## config.mk

```make
export PLATFORM = sky130hd
export DESIGN_NAME = nbs_bus_unit
export DESIGN_NICKNAME = d
export VERILOG_FILES = /design/src/verilog/nbs_pkg.sv /design/src/verilog/nbs_lane_convert.sv /design/src/verilog/nbs_bus_unit.sv
export VERILOG_INCLUDE_DIRS = /design/src /design/src/verilog
export SDC_FILE = /design/constraint.sdc
export NUM_CORES = 1
export LEC_CHECK = 0
export BUFFER_PORTS_ARGS = -buffer_cell sky130_fd_sc_hd__buf_4
export CAP_MARGIN = 20
export CORE_ASPECT_RATIO = 0.9
export CORE_MARGIN = 4
export CORE_UTILIZATION = 30
export CTS_CLUSTER_DIAMETER = 100
export DETAILED_ROUTE_END_ITERATION = 8
export GPL_ROUTABILITY_DRIVEN = 0
export PLACE_DENSITY = 0.57
export SLEW_MARGIN = 20
export SYNTH_ARGS = -nofsm -noshare
export SYNTH_HDL_FRONTEND = slang
export SYNTH_SLANG_ARGS = --single-unit
```

## constraint.sdc

```tcl
create_clock -name clk_in -period 2.5 [get_ports clk_in]
set_input_delay 0.375 -clock clk_in [delete_from_list [all_inputs] [get_ports clk_in]]
set_output_delay 0.375 -clock clk_in [all_outputs]
set_load 0.005 [all_outputs]
```

## src/verilog/nbs_regs.svh

```systemverilog
`ifndef NBS_REGS_SVH
`define NBS_REGS_SVH

// Double-rate clock period and timing counts in double-rate clocks
`define NBS_CLK_PERIOD_NS 20
`define NBS_PHASE_CLKS 2
`define NBS_ZERO_WAIT_CLKS 4
`define NBS_WDATA_SETUP_CLKS 3
`define NBS_WDATA_HOLD_CLKS 1

// Lane pattern forced onto the lower half in a second narrow cycle
`define NBS_LOW_HALF_OFF 2'h3
// Phase bit value held through reset so that release lands in phase 2
`define NBS_PHASE_AT_RESET 1'h1

`endif

```

## src/verilog/nbs_pkg.sv

```systemverilog
`default_nettype none
package nbs_pkg;

    typedef enum logic [2:0] {
        NBS_IDLE = 3'b001,
        NBS_T1 = 3'b010,
        NBS_T2 = 3'b100
    } nbs_state_e;

    typedef struct packed {
        logic write;
        logic [31:2] addr;
        logic [3:0] lanes_n;
        logic [31:0] wdata;
    } nbs_req_s;

    typedef struct packed {
        logic low_byte_enable_n;
        logic high_byte_enable_n;
        logic word_address_bit;
    } nbs_narrow_s;

endpackage
`default_nettype wire

```

## src/verilog/nbs_lane_convert.sv

```systemverilog
`timescale 1ns/1ps
`default_nettype none
module nbs_lane_convert (
    // Four active-low lane enables
    input wire logic [3:0] lane_enables_n_in,
    // 16-bit bus enables and word address bit
    output var nbs_pkg::nbs_narrow_s narrow_out
);
    import nbs_pkg::*;

    logic odd_word;

    // Odd word only when both low lanes are idle; empty or gapped
    // patterns never occur, so their result is left as it falls
    assign odd_word = lane_enables_n_in[1] & lane_enables_n_in[0];
    assign narrow_out.word_address_bit = odd_word;
    assign narrow_out.low_byte_enable_n = odd_word ?
        lane_enables_n_in[2] : lane_enables_n_in[0];
    assign narrow_out.high_byte_enable_n = odd_word ?
        lane_enables_n_in[3] : lane_enables_n_in[1];

endmodule
`default_nettype wire

```

## src/verilog/nbs_bus_unit.sv

```systemverilog
// Function
// - Split both-half narrow transfer when no pipelined address is out; second drops low lanes
// - Ignore ready in first period, then sample
// - Zero-wait cycle spans four double-rate clocks
// - Pipelined address appears one period earlier
// - Each wait state adds one period
// - Write data driven three clocks before end
// - Write data held one clock past end
// - Reset release aligns phase, falls in phase 2
// - Narrow select and ready low together: narrow cycle
`timescale 1ns/1ps
`default_nettype none
`include "nbs_regs.svh"
module nbs_bus_unit (
    // Clock and reset
    input wire logic clk_in,
    input wire logic reset_in,
    // Transfer request
    input wire logic req_valid_in,
    input wire nbs_pkg::nbs_req_s req_in,
    output logic req_ready_out,
    // Bus inputs
    input wire logic ready_n_in,
    input wire logic narrow_bus_select_n_in,
    input wire logic next_address_request_n_in,
    input wire logic [31:0] data_in,
    // Bus outputs
    output logic phase_clock_out,
    output logic address_strobe_n_out,
    output logic [31:2] addr_out,
    output logic [3:0] lane_enables_n_out,
    output logic write_out,
    output logic [31:0] data_out,
    output logic data_oe_out,
    // 16-bit bus enables
    output logic low_byte_enable_n_out,
    output logic high_byte_enable_n_out,
    output logic word_address_bit_out,
    // Completion
    output logic cycle_done_out,
    output logic [31:0] rdata_out
);
    import nbs_pkg::*;

    nbs_state_e st_q;
    nbs_narrow_s narrow;
    logic ph2_q;
    logic ads_n_q;
    logic [31:2] addr_q;
    logic [3:0] lanes_q;
    logic write_q;
    logic cur_write_q;
    logic [3:0] cur_lanes_q;
    logic [31:0] cur_wdata_q;
    logic second_q;
    logic pipe_q;
    logic oe_q;
    logic [31:0] wdata_out_q;
    logic done_q;
    logic [31:0] rdata_q;
    logic idle_take, pipe_ok, pipe_take, end_ok, both_halves, split;

    // Phase 1 when ph2_q is low; reset leaves it in phase 2
    always_ff @(posedge clk_in) begin
        if (reset_in) begin
            ph2_q <= `NBS_PHASE_AT_RESET;
        end else begin
            ph2_q <= ~ph2_q;
        end
    end

    assign idle_take = (st_q == NBS_IDLE) && ph2_q && req_valid_in;
    // Ready looked at only on the last edge of a T2 period
    assign end_ok = (st_q == NBS_T2) && ph2_q && !ready_n_in;
    // Pipelining excluded for narrow, split and write cycles
    assign pipe_ok = (st_q == NBS_T2) && ph2_q && ready_n_in &&
        !next_address_request_n_in && narrow_bus_select_n_in &&
        !pipe_q && !second_q;
    assign pipe_take = pipe_ok && req_valid_in && !req_in.write;
    assign req_ready_out = ((st_q == NBS_IDLE) && ph2_q) ||
        (pipe_ok && !req_in.write);
    assign both_halves = !(&cur_lanes_q[1:0]) && !(&cur_lanes_q[3:2]);
    assign split = end_ok && !narrow_bus_select_n_in && both_halves &&
        !second_q && !pipe_q;

    // Cycle sequencing, one state per phase-clock period
    always_ff @(posedge clk_in) begin
        if (reset_in) begin
            st_q <= NBS_IDLE;
        end else if (ph2_q) begin
            case (st_q)
                NBS_IDLE: begin
                    if (req_valid_in) begin
                        st_q <= NBS_T1;
                    end
                end
                NBS_T1: begin
                    st_q <= NBS_T2;
                end
                NBS_T2: begin
                    if (!ready_n_in) begin
                        if (split) begin
                            st_q <= NBS_T1;
                        end else if (pipe_q) begin
                            st_q <= NBS_T2;
                        end else begin
                            st_q <= NBS_IDLE;
                        end
                    end
                    // Not ready: one more T2 period
                end
                default: begin
                    st_q <= NBS_IDLE;
                end
            endcase
        end
    end

    // Address strobe for one period per issued address
    always_ff @(posedge clk_in) begin
        if (reset_in) begin
            ads_n_q <= 1'b1;
        end else if (idle_take || split || pipe_take) begin
            ads_n_q <= 1'b0;
        end else if (ph2_q) begin
            ads_n_q <= 1'b1;
        end
    end

    // Address, lanes and direction on the bus
    always_ff @(posedge clk_in) begin
        if (reset_in) begin
            addr_q <= '0;
            lanes_q <= 4'hf;
            write_q <= 1'b0;
        end else if (idle_take || pipe_take) begin
            addr_q <= req_in.addr;
            lanes_q <= req_in.lanes_n;
            write_q <= req_in.write;
        end else if (split) begin
            // Address retained, low lanes forced off
            lanes_q <= {cur_lanes_q[3:2], `NBS_LOW_HALF_OFF};
        end
    end

    // Transfer currently owning the data bus
    always_ff @(posedge clk_in) begin
        if (reset_in) begin
            cur_write_q <= 1'b0;
            cur_lanes_q <= 4'hf;
            cur_wdata_q <= '0;
            second_q <= 1'b0;
            pipe_q <= 1'b0;
        end else if (idle_take) begin
            cur_write_q <= req_in.write;
            cur_lanes_q <= req_in.lanes_n;
            cur_wdata_q <= req_in.wdata;
            second_q <= 1'b0;
        end else if (pipe_take) begin
            pipe_q <= 1'b1;
        end else if (split) begin
            cur_lanes_q <= {cur_lanes_q[3:2], `NBS_LOW_HALF_OFF};
            second_q <= 1'b1;
        end else if (end_ok && pipe_q) begin
            cur_write_q <= write_q;
            cur_lanes_q <= lanes_q;
            second_q <= 1'b0;
            pipe_q <= 1'b0;
        end
    end

    // Write data from the end of phase 1 of T1, held one clock past end
    always_ff @(posedge clk_in) begin
        if (reset_in) begin
            oe_q <= 1'b0;
            wdata_out_q <= '0;
        end else if ((st_q == NBS_T1) && !ph2_q && cur_write_q) begin
            oe_q <= 1'b1;
            wdata_out_q <= (&cur_lanes_q[1:0]) ?
                {cur_wdata_q[31:16], cur_wdata_q[31:16]} : cur_wdata_q;
        end else if (done_q) begin
            oe_q <= 1'b0;
        end
    end

    // Read capture; narrow cycles steer the low half to its lanes
    always_ff @(posedge clk_in) begin
        if (reset_in) begin
            rdata_q <= '0;
        end else if (end_ok && !cur_write_q) begin
            if (!narrow_bus_select_n_in && (&cur_lanes_q[1:0])) begin
                rdata_q[31:16] <= data_in[15:0];
            end else if (!narrow_bus_select_n_in) begin
                rdata_q[15:0] <= data_in[15:0];
            end else begin
                rdata_q <= data_in;
            end
        end
    end

    always_ff @(posedge clk_in) begin
        if (reset_in) begin
            done_q <= 1'b0;
        end else begin
            done_q <= end_ok && !split;
        end
    end

    nbs_lane_convert u_conv (
        .lane_enables_n_in(lanes_q),
        .narrow_out(narrow)
    );

    assign phase_clock_out = ph2_q;
    assign address_strobe_n_out = ads_n_q;
    assign addr_out = addr_q;
    assign lane_enables_n_out = lanes_q;
    assign write_out = write_q;
    assign data_out = wdata_out_q;
    assign data_oe_out = oe_q;
    assign low_byte_enable_n_out = narrow.low_byte_enable_n;
    assign high_byte_enable_n_out = narrow.high_byte_enable_n;
    assign word_address_bit_out = narrow.word_address_bit;
    assign cycle_done_out = done_q;
    assign rdata_out = rdata_q;
endmodule
`default_nettype wire

```

# ---- Yosys cells after proc, flatten, opt, wreduce, memory -nomap -nowiden
# Cells that the tools add are included.
dict set report totals {
  elab_cells 114
  out_inout_bits 107
  reg_bits 145
}
dict set report op_classes {
  muxes 28
  bitwise_logic 5
  n_reduce_logical 56
  n_eq_ne 8
}
# operator n
set op_table {}
lappend op_table {{$mux 16} 3}
lappend op_table {{$mux 4} 6}
lappend op_table {{$logic_and 1x1->1} 23}
lappend op_table {{$mux 1} 14}
lappend op_table {{$reduce_bool 2->1} 7}
lappend op_table {{$mux 3} 4}
lappend op_table {{$reduce_and 2->1} 6}
lappend op_table {{$logic_not 1->1} 11}
lappend op_table {{$ne 2x2->1 const B} 5}
lappend op_table {{$pmux 3 s3} 1}
lappend op_table {{$reduce_and 3->1} 3}
lappend op_table {{$logic_or 1x1->1} 4}
lappend op_table {{$not 1->1} 4}
lappend op_table {{$eq 3x1->1 const B} 1}
lappend op_table {{$eq 3x2->1 const B} 1}
lappend op_table {{$eq 3x3->1 const B} 1}
lappend op_table {{$reduce_bool 3->1} 1}
lappend op_table {{$reduce_or 2->1} 1}
lappend op_table {{$and 1x1->1} 1}

# ---- Logic depth before layout (Yosys ltp)
dict set report depth {
  depth_word 11
  depth_mapped 8
}

# ---- Hierarchy
# From an unflattened synthesis, not the netlist that was laid out.
dict set report hier_totals {
  cells_unflattened 680
  area_unflattened_um2 5848.1
}
# module instances area_each_um2 cells_per_inst
set modules_own_cells {}
lappend modules_own_cells {nbs_bus_unit 1 5811.8 674}
lappend modules_own_cells {nbs_lane_convert 1 36.3 6}

# ---- Worst setup path before layout
# No wires, ideal clock.
dict set report synth_path {
  path_type {reg2out}
  startpoint {reg st_q[2]}
  endpoint {out req_ready_out}
  required_ns 2.125
  setup_slack_ns 0.534
  path_stages_with_launch 5
  arrival_ns 1.591
  path_buffers 1
  cell_sequence {dfxtp_1 -> or3b_1 -> buf_6 -> o41ai_4 -> and3_1}
}
dict set report synth_between {
  elab_chain_len 9
  elab_cells_between_ends 11
}
# element line_no
set synth_rtl {}
lappend synth_rtl {{start, declared} nbs_bus_unit.sv:45} ;# nbs_state_e st_q;
lappend synth_rtl {{start signal, assigned} nbs_bus_unit.sv:89} ;# st_q <= NBS_IDLE;
lappend synth_rtl {{start signal, assigned} nbs_bus_unit.sv:94} ;# st_q <= NBS_T1;
lappend synth_rtl {{start signal, assigned} nbs_bus_unit.sv:98} ;# st_q <= NBS_T2;
lappend synth_rtl {{$eq 3x3->1} nbs_bus_unit.sv:76} ;# assign pipe_ok = (st_q == NBS_T2) && ph2_q && ready_n_in &&
lappend synth_rtl {{$logic_and 1x1->1 (3 in a row)} nbs_bus_unit.sv:76}
lappend synth_rtl {{$logic_and 1x1->1 (2 in a row)} nbs_bus_unit.sv:77} ;# !next_address_request_n_in && narrow_bus_select_n_in &&
lappend synth_rtl {{$logic_and 1x1->1} nbs_bus_unit.sv:78} ;# !pipe_q && !second_q;
lappend synth_rtl {{$logic_and 1x1->1} nbs_bus_unit.sv:81} ;# (pipe_ok && !req_in.write);
lappend synth_rtl {{$logic_or 1x1->1 *} nbs_bus_unit.sv:80} ;# assign req_ready_out = ((st_q == NBS_IDLE) && ph2_q) ||
lappend synth_rtl {{end, declared} nbs_bus_unit.sv:21} ;# output logic req_ready_out,
# Every way passes the cells marked *; elsewhere a longest branch is shown, timed or not.

# ---- Worst setup path in the final report
# Same ends and word-level chain as after synthesis.

==> flow_summary_export.csv <==
group,metric,value,unit
finish,antenna_cells,0,
finish,final_util,0.436,
global_routing,overflow,0,
sta,finalHoldViolCount,0,
synthesis,ys_types,43,
sta,maxSlewHeadroom,0.593,
synthesis,netlist_area,0.00579,mm^2
finish,area_growth,40.9,%
synthesis,syn_inst,675,
clock_network,cts_tree,"built",
synthesis,yosys_warnings,0,
critical_path,crit_chain,"or3b_4 -> o41ai_4 -> and3_1 -> buf_4",
clock_network,cts_buffers,17,
critical_path,timing_worst_setup_path_type,"register to output pin",
clock_network,cts_sinks,145,
synthesis,synth-compound-area-share,0.190,
die,core-area,0.0187,mm^2
global_routing,grt_antenna_before_repair,0,
hold_path,min_path_type,"input port to register",
sta,fin_crit_sh,0.952,
critical_path,crit_slowest_cell,"or3b_4",
global_routing,grt_max_degree,49,
sta,drv_slew,0,
synthesis,yosys.area_share.simple,0.195,
global_routing,grt_usage,0.166,
critical_path,regToRegSetupSlack,410,ps
synthesis,synth_edf_count,0,
sta,tns,0,ps
synthesis,synth_top_family_by_area,"simple AND/OR/NAND/NOR gates",
synthesis,synth-seq-cells,145,
hold_path,hold_depth,3,
global_routing,grt_pass1_wl,29200,um
finish,design_area,0.00816,mm^2
critical_path,worstPathRequired,2120,ps
pwr,powerDensity,705,mW/mm^2
route,drc,0,
sta,rsz0062_at_grt,"false",
synthesis,synth_xor_area_frac,0,
critical_path,worstPathMaxFanout,7,
sta,finClkSkew,8.72,ps
outcome,status,"finished, final reports clean",
critical_path,r2r_end,"lane_enables_n_out[3]",
pwr,peakVddDrop,0.445,mV
die,die_area,0.0216,mm^2
route,wl_per_cell,16.3,um
die,initial_core_util,0.310,
route,ant_nets,0,
flow_run,maxCapViolCount,0,
finish,fillers,1899,
critical_path,crit_family,"simple AND/OR/NAND/NOR gates",
synthesis,seq_area_frac_synth,0.501,
clock_network,clk_pin_slew,60,ps
finish,finalNonFillerCells,1122,
pwr,p_leak,3.29,nW
critical_path,worst-r2r-cell-count,4,
synthesis,async_reset_ff_frac,0,
place,dpl_cell_area,0.00755,mm^2
critical_path,start_kind,"register",
synthesis,syn_nets,780,
synthesis,synth_area_leaders,"dfxtp_1 (50%), a21oi_1 (7.6%), nand2_1 (7.5%)",
synthesis,synth_mux_area_frac,0.0605,
die,io_pins,212,
place,portBuffers,211,
sta,finalSetupViolCount,0,
synthesis,synth_top_cell_area_share,0.501,
clock_network,h-tree-depth,4,
synthesis,yosysMostFrequentCell,"dfxtp_1",
finish,nets,969,
clock_network,clock_path_buffers,2,
place,dpl.hpwl,12500,um
die,die_x,154,um
route,vias,5375,
global_routing,grt_pass1_vias,5414,
synthesis,synth-main-ff-cell,"dfxtp_1",
die,rows,47,
sta,worst_slew_pin_slew,608,ps
place,dp.cells,1090,
clock_network,clkLatencyLatePin,410,ps
hold_path,min-delay-start,"req_in[22]",
critical_path,crit_buf_inv,1,
synthesis,synthTopCellsByCount,"dfxtp_1 (145), nand2_1 (116), a21oi_1 (88)",
synthesis,avgSynthCellArea,8.58,um^2
finish,drive_above_1_share,0.306,
die,fp.dieH,140,um
hold_path,hold_end,"cur_wdata_q[22]",
route,drt_first_pass_iters,4,
synthesis,synth_fa_ha_area_frac,0,
critical_path,crit_path_end_kind,"output pin",
route,detail_route.vias_per_cell,4.79,
critical_path,crit_arrival,2010,ps
sta,layout_min_cycle_time,2380,ps
clock_network,clockRootBuffer,"clkbuf_16",
synthesis,synth_top_area_cell,"dfxtp_1",
critical_path,critPathMaxStageDelay,460,ps
sta,fmax,0.420,GHz
critical_path,r2r-start,"phase_clock_out",
route,drt_iter0_drc,216,
route,drt_wl_total,18300,um
[state kept, by name, indices dropped and copies added, names as in the netlist]
signal                cells
addr_out                 30
second_q                  1
pipe_q                    1
st_q                      3
cur_wdata_q              32
lane_enables_n_out        4
cur_lanes_q               4
phase_clock_out           1
address_strobe_n_out      1
write_out                 1
cycle_done_out            1
data_oe_out               1
cur_write_q               1
data_out                 32
rdata_out                32
[cell type report]
type	count	area, um^2	area share
multi-input cells	465	2590	0.318
clock inverters	12	156	0.0192
flip-flops and latches	145	2900	0.356
inverters	7	26.3	0.00322
well taps	245	307	0.0376
clock buffers	20	447	0.0548
repair buffers	228	1720	0.211
[cell usage in the layout (no fill, tap or decap), types with 3 or more instances in the layout]
master	n
a211oi_1	19
a21o_1	4
a21oi_1	88
a311oi_1	16
buf_4	227
bufinv_16	3
clkbuf_16	17
clkinvlp_4	4
dfxtp_1	145
inv_1	7
mux2i_1	35
nand2_1	116
nand2b_1	5
nand3_1	48
nor2_1	57
nor3_1	6
o21ai_1	35
[per-stage QoR]
stage,power (mW),worst slack (ps),hold slack (ps)
2_1_floorplan,2.87,534,437
3_3_place_gp,3.20,450,442
3_5_place_dp,3.20,395,447
4_1_cts,5.83,22.9,188
5_1_grt,5.99,44.2,189
6_report,5.75,120,207
[worst register-to-register path: cells and delay by family, from the launching register on]
| kind | cells | cell delay, ps |
|---|---|---|
| flops | 1 | 520 |
| simple gates | 2 | 1130 |
| compound gates | 1 | 80 |
| mux | 1 | 240 |
[routing by layer]
layer / up-vias / track usage / part of all wire
met5: - / 0 / 0
met4: 0 / 0.0321 / 0.0043
met3: 9 / 0.0605 / 0.078
met2: 146 / 0.266 / 0.46
met1: 2477 / 0.218 / 0.46
li1: 2743 / - / -
[worst max path at each step]
stage,end,from,depth (start not counted)
floorplan,req_ready_out,st_q[2],4
global placement,lane_enables_n_out[1],st_q[2],4
detailed placement,rdata_out[26],phase_clock_out,5
CTS,req_ready_out,st_q[2],4
global route,req_ready_out,st_q[2],4
finish,req_ready_out,st_q[2],4
[cells by family (layout without fill, tap and decap cells)]
kind of cell,after synthesis,after routing
simple gates,251,251
flops,145,145
buf+inv,65,267
compound gates,179,179
mux,35,35
[power breakdown]
| part | switching [mW] | total (mW) | internal (mW) |
|---|---|---|---|
| Clock | 1.01 | 2.61 | 1.60 |
| Combinational | 0.377 | 0.682 | 0.306 |
| Sequential | 0.0616 | 2.46 | 2.40 |
[repair_timing]
action                     CTS  global route
resized for setup            0             1
setup endpoints to repair    0             1
hold buffers                 0             0
setup buffers                0             0
Power figures use the tool's default switching activity.
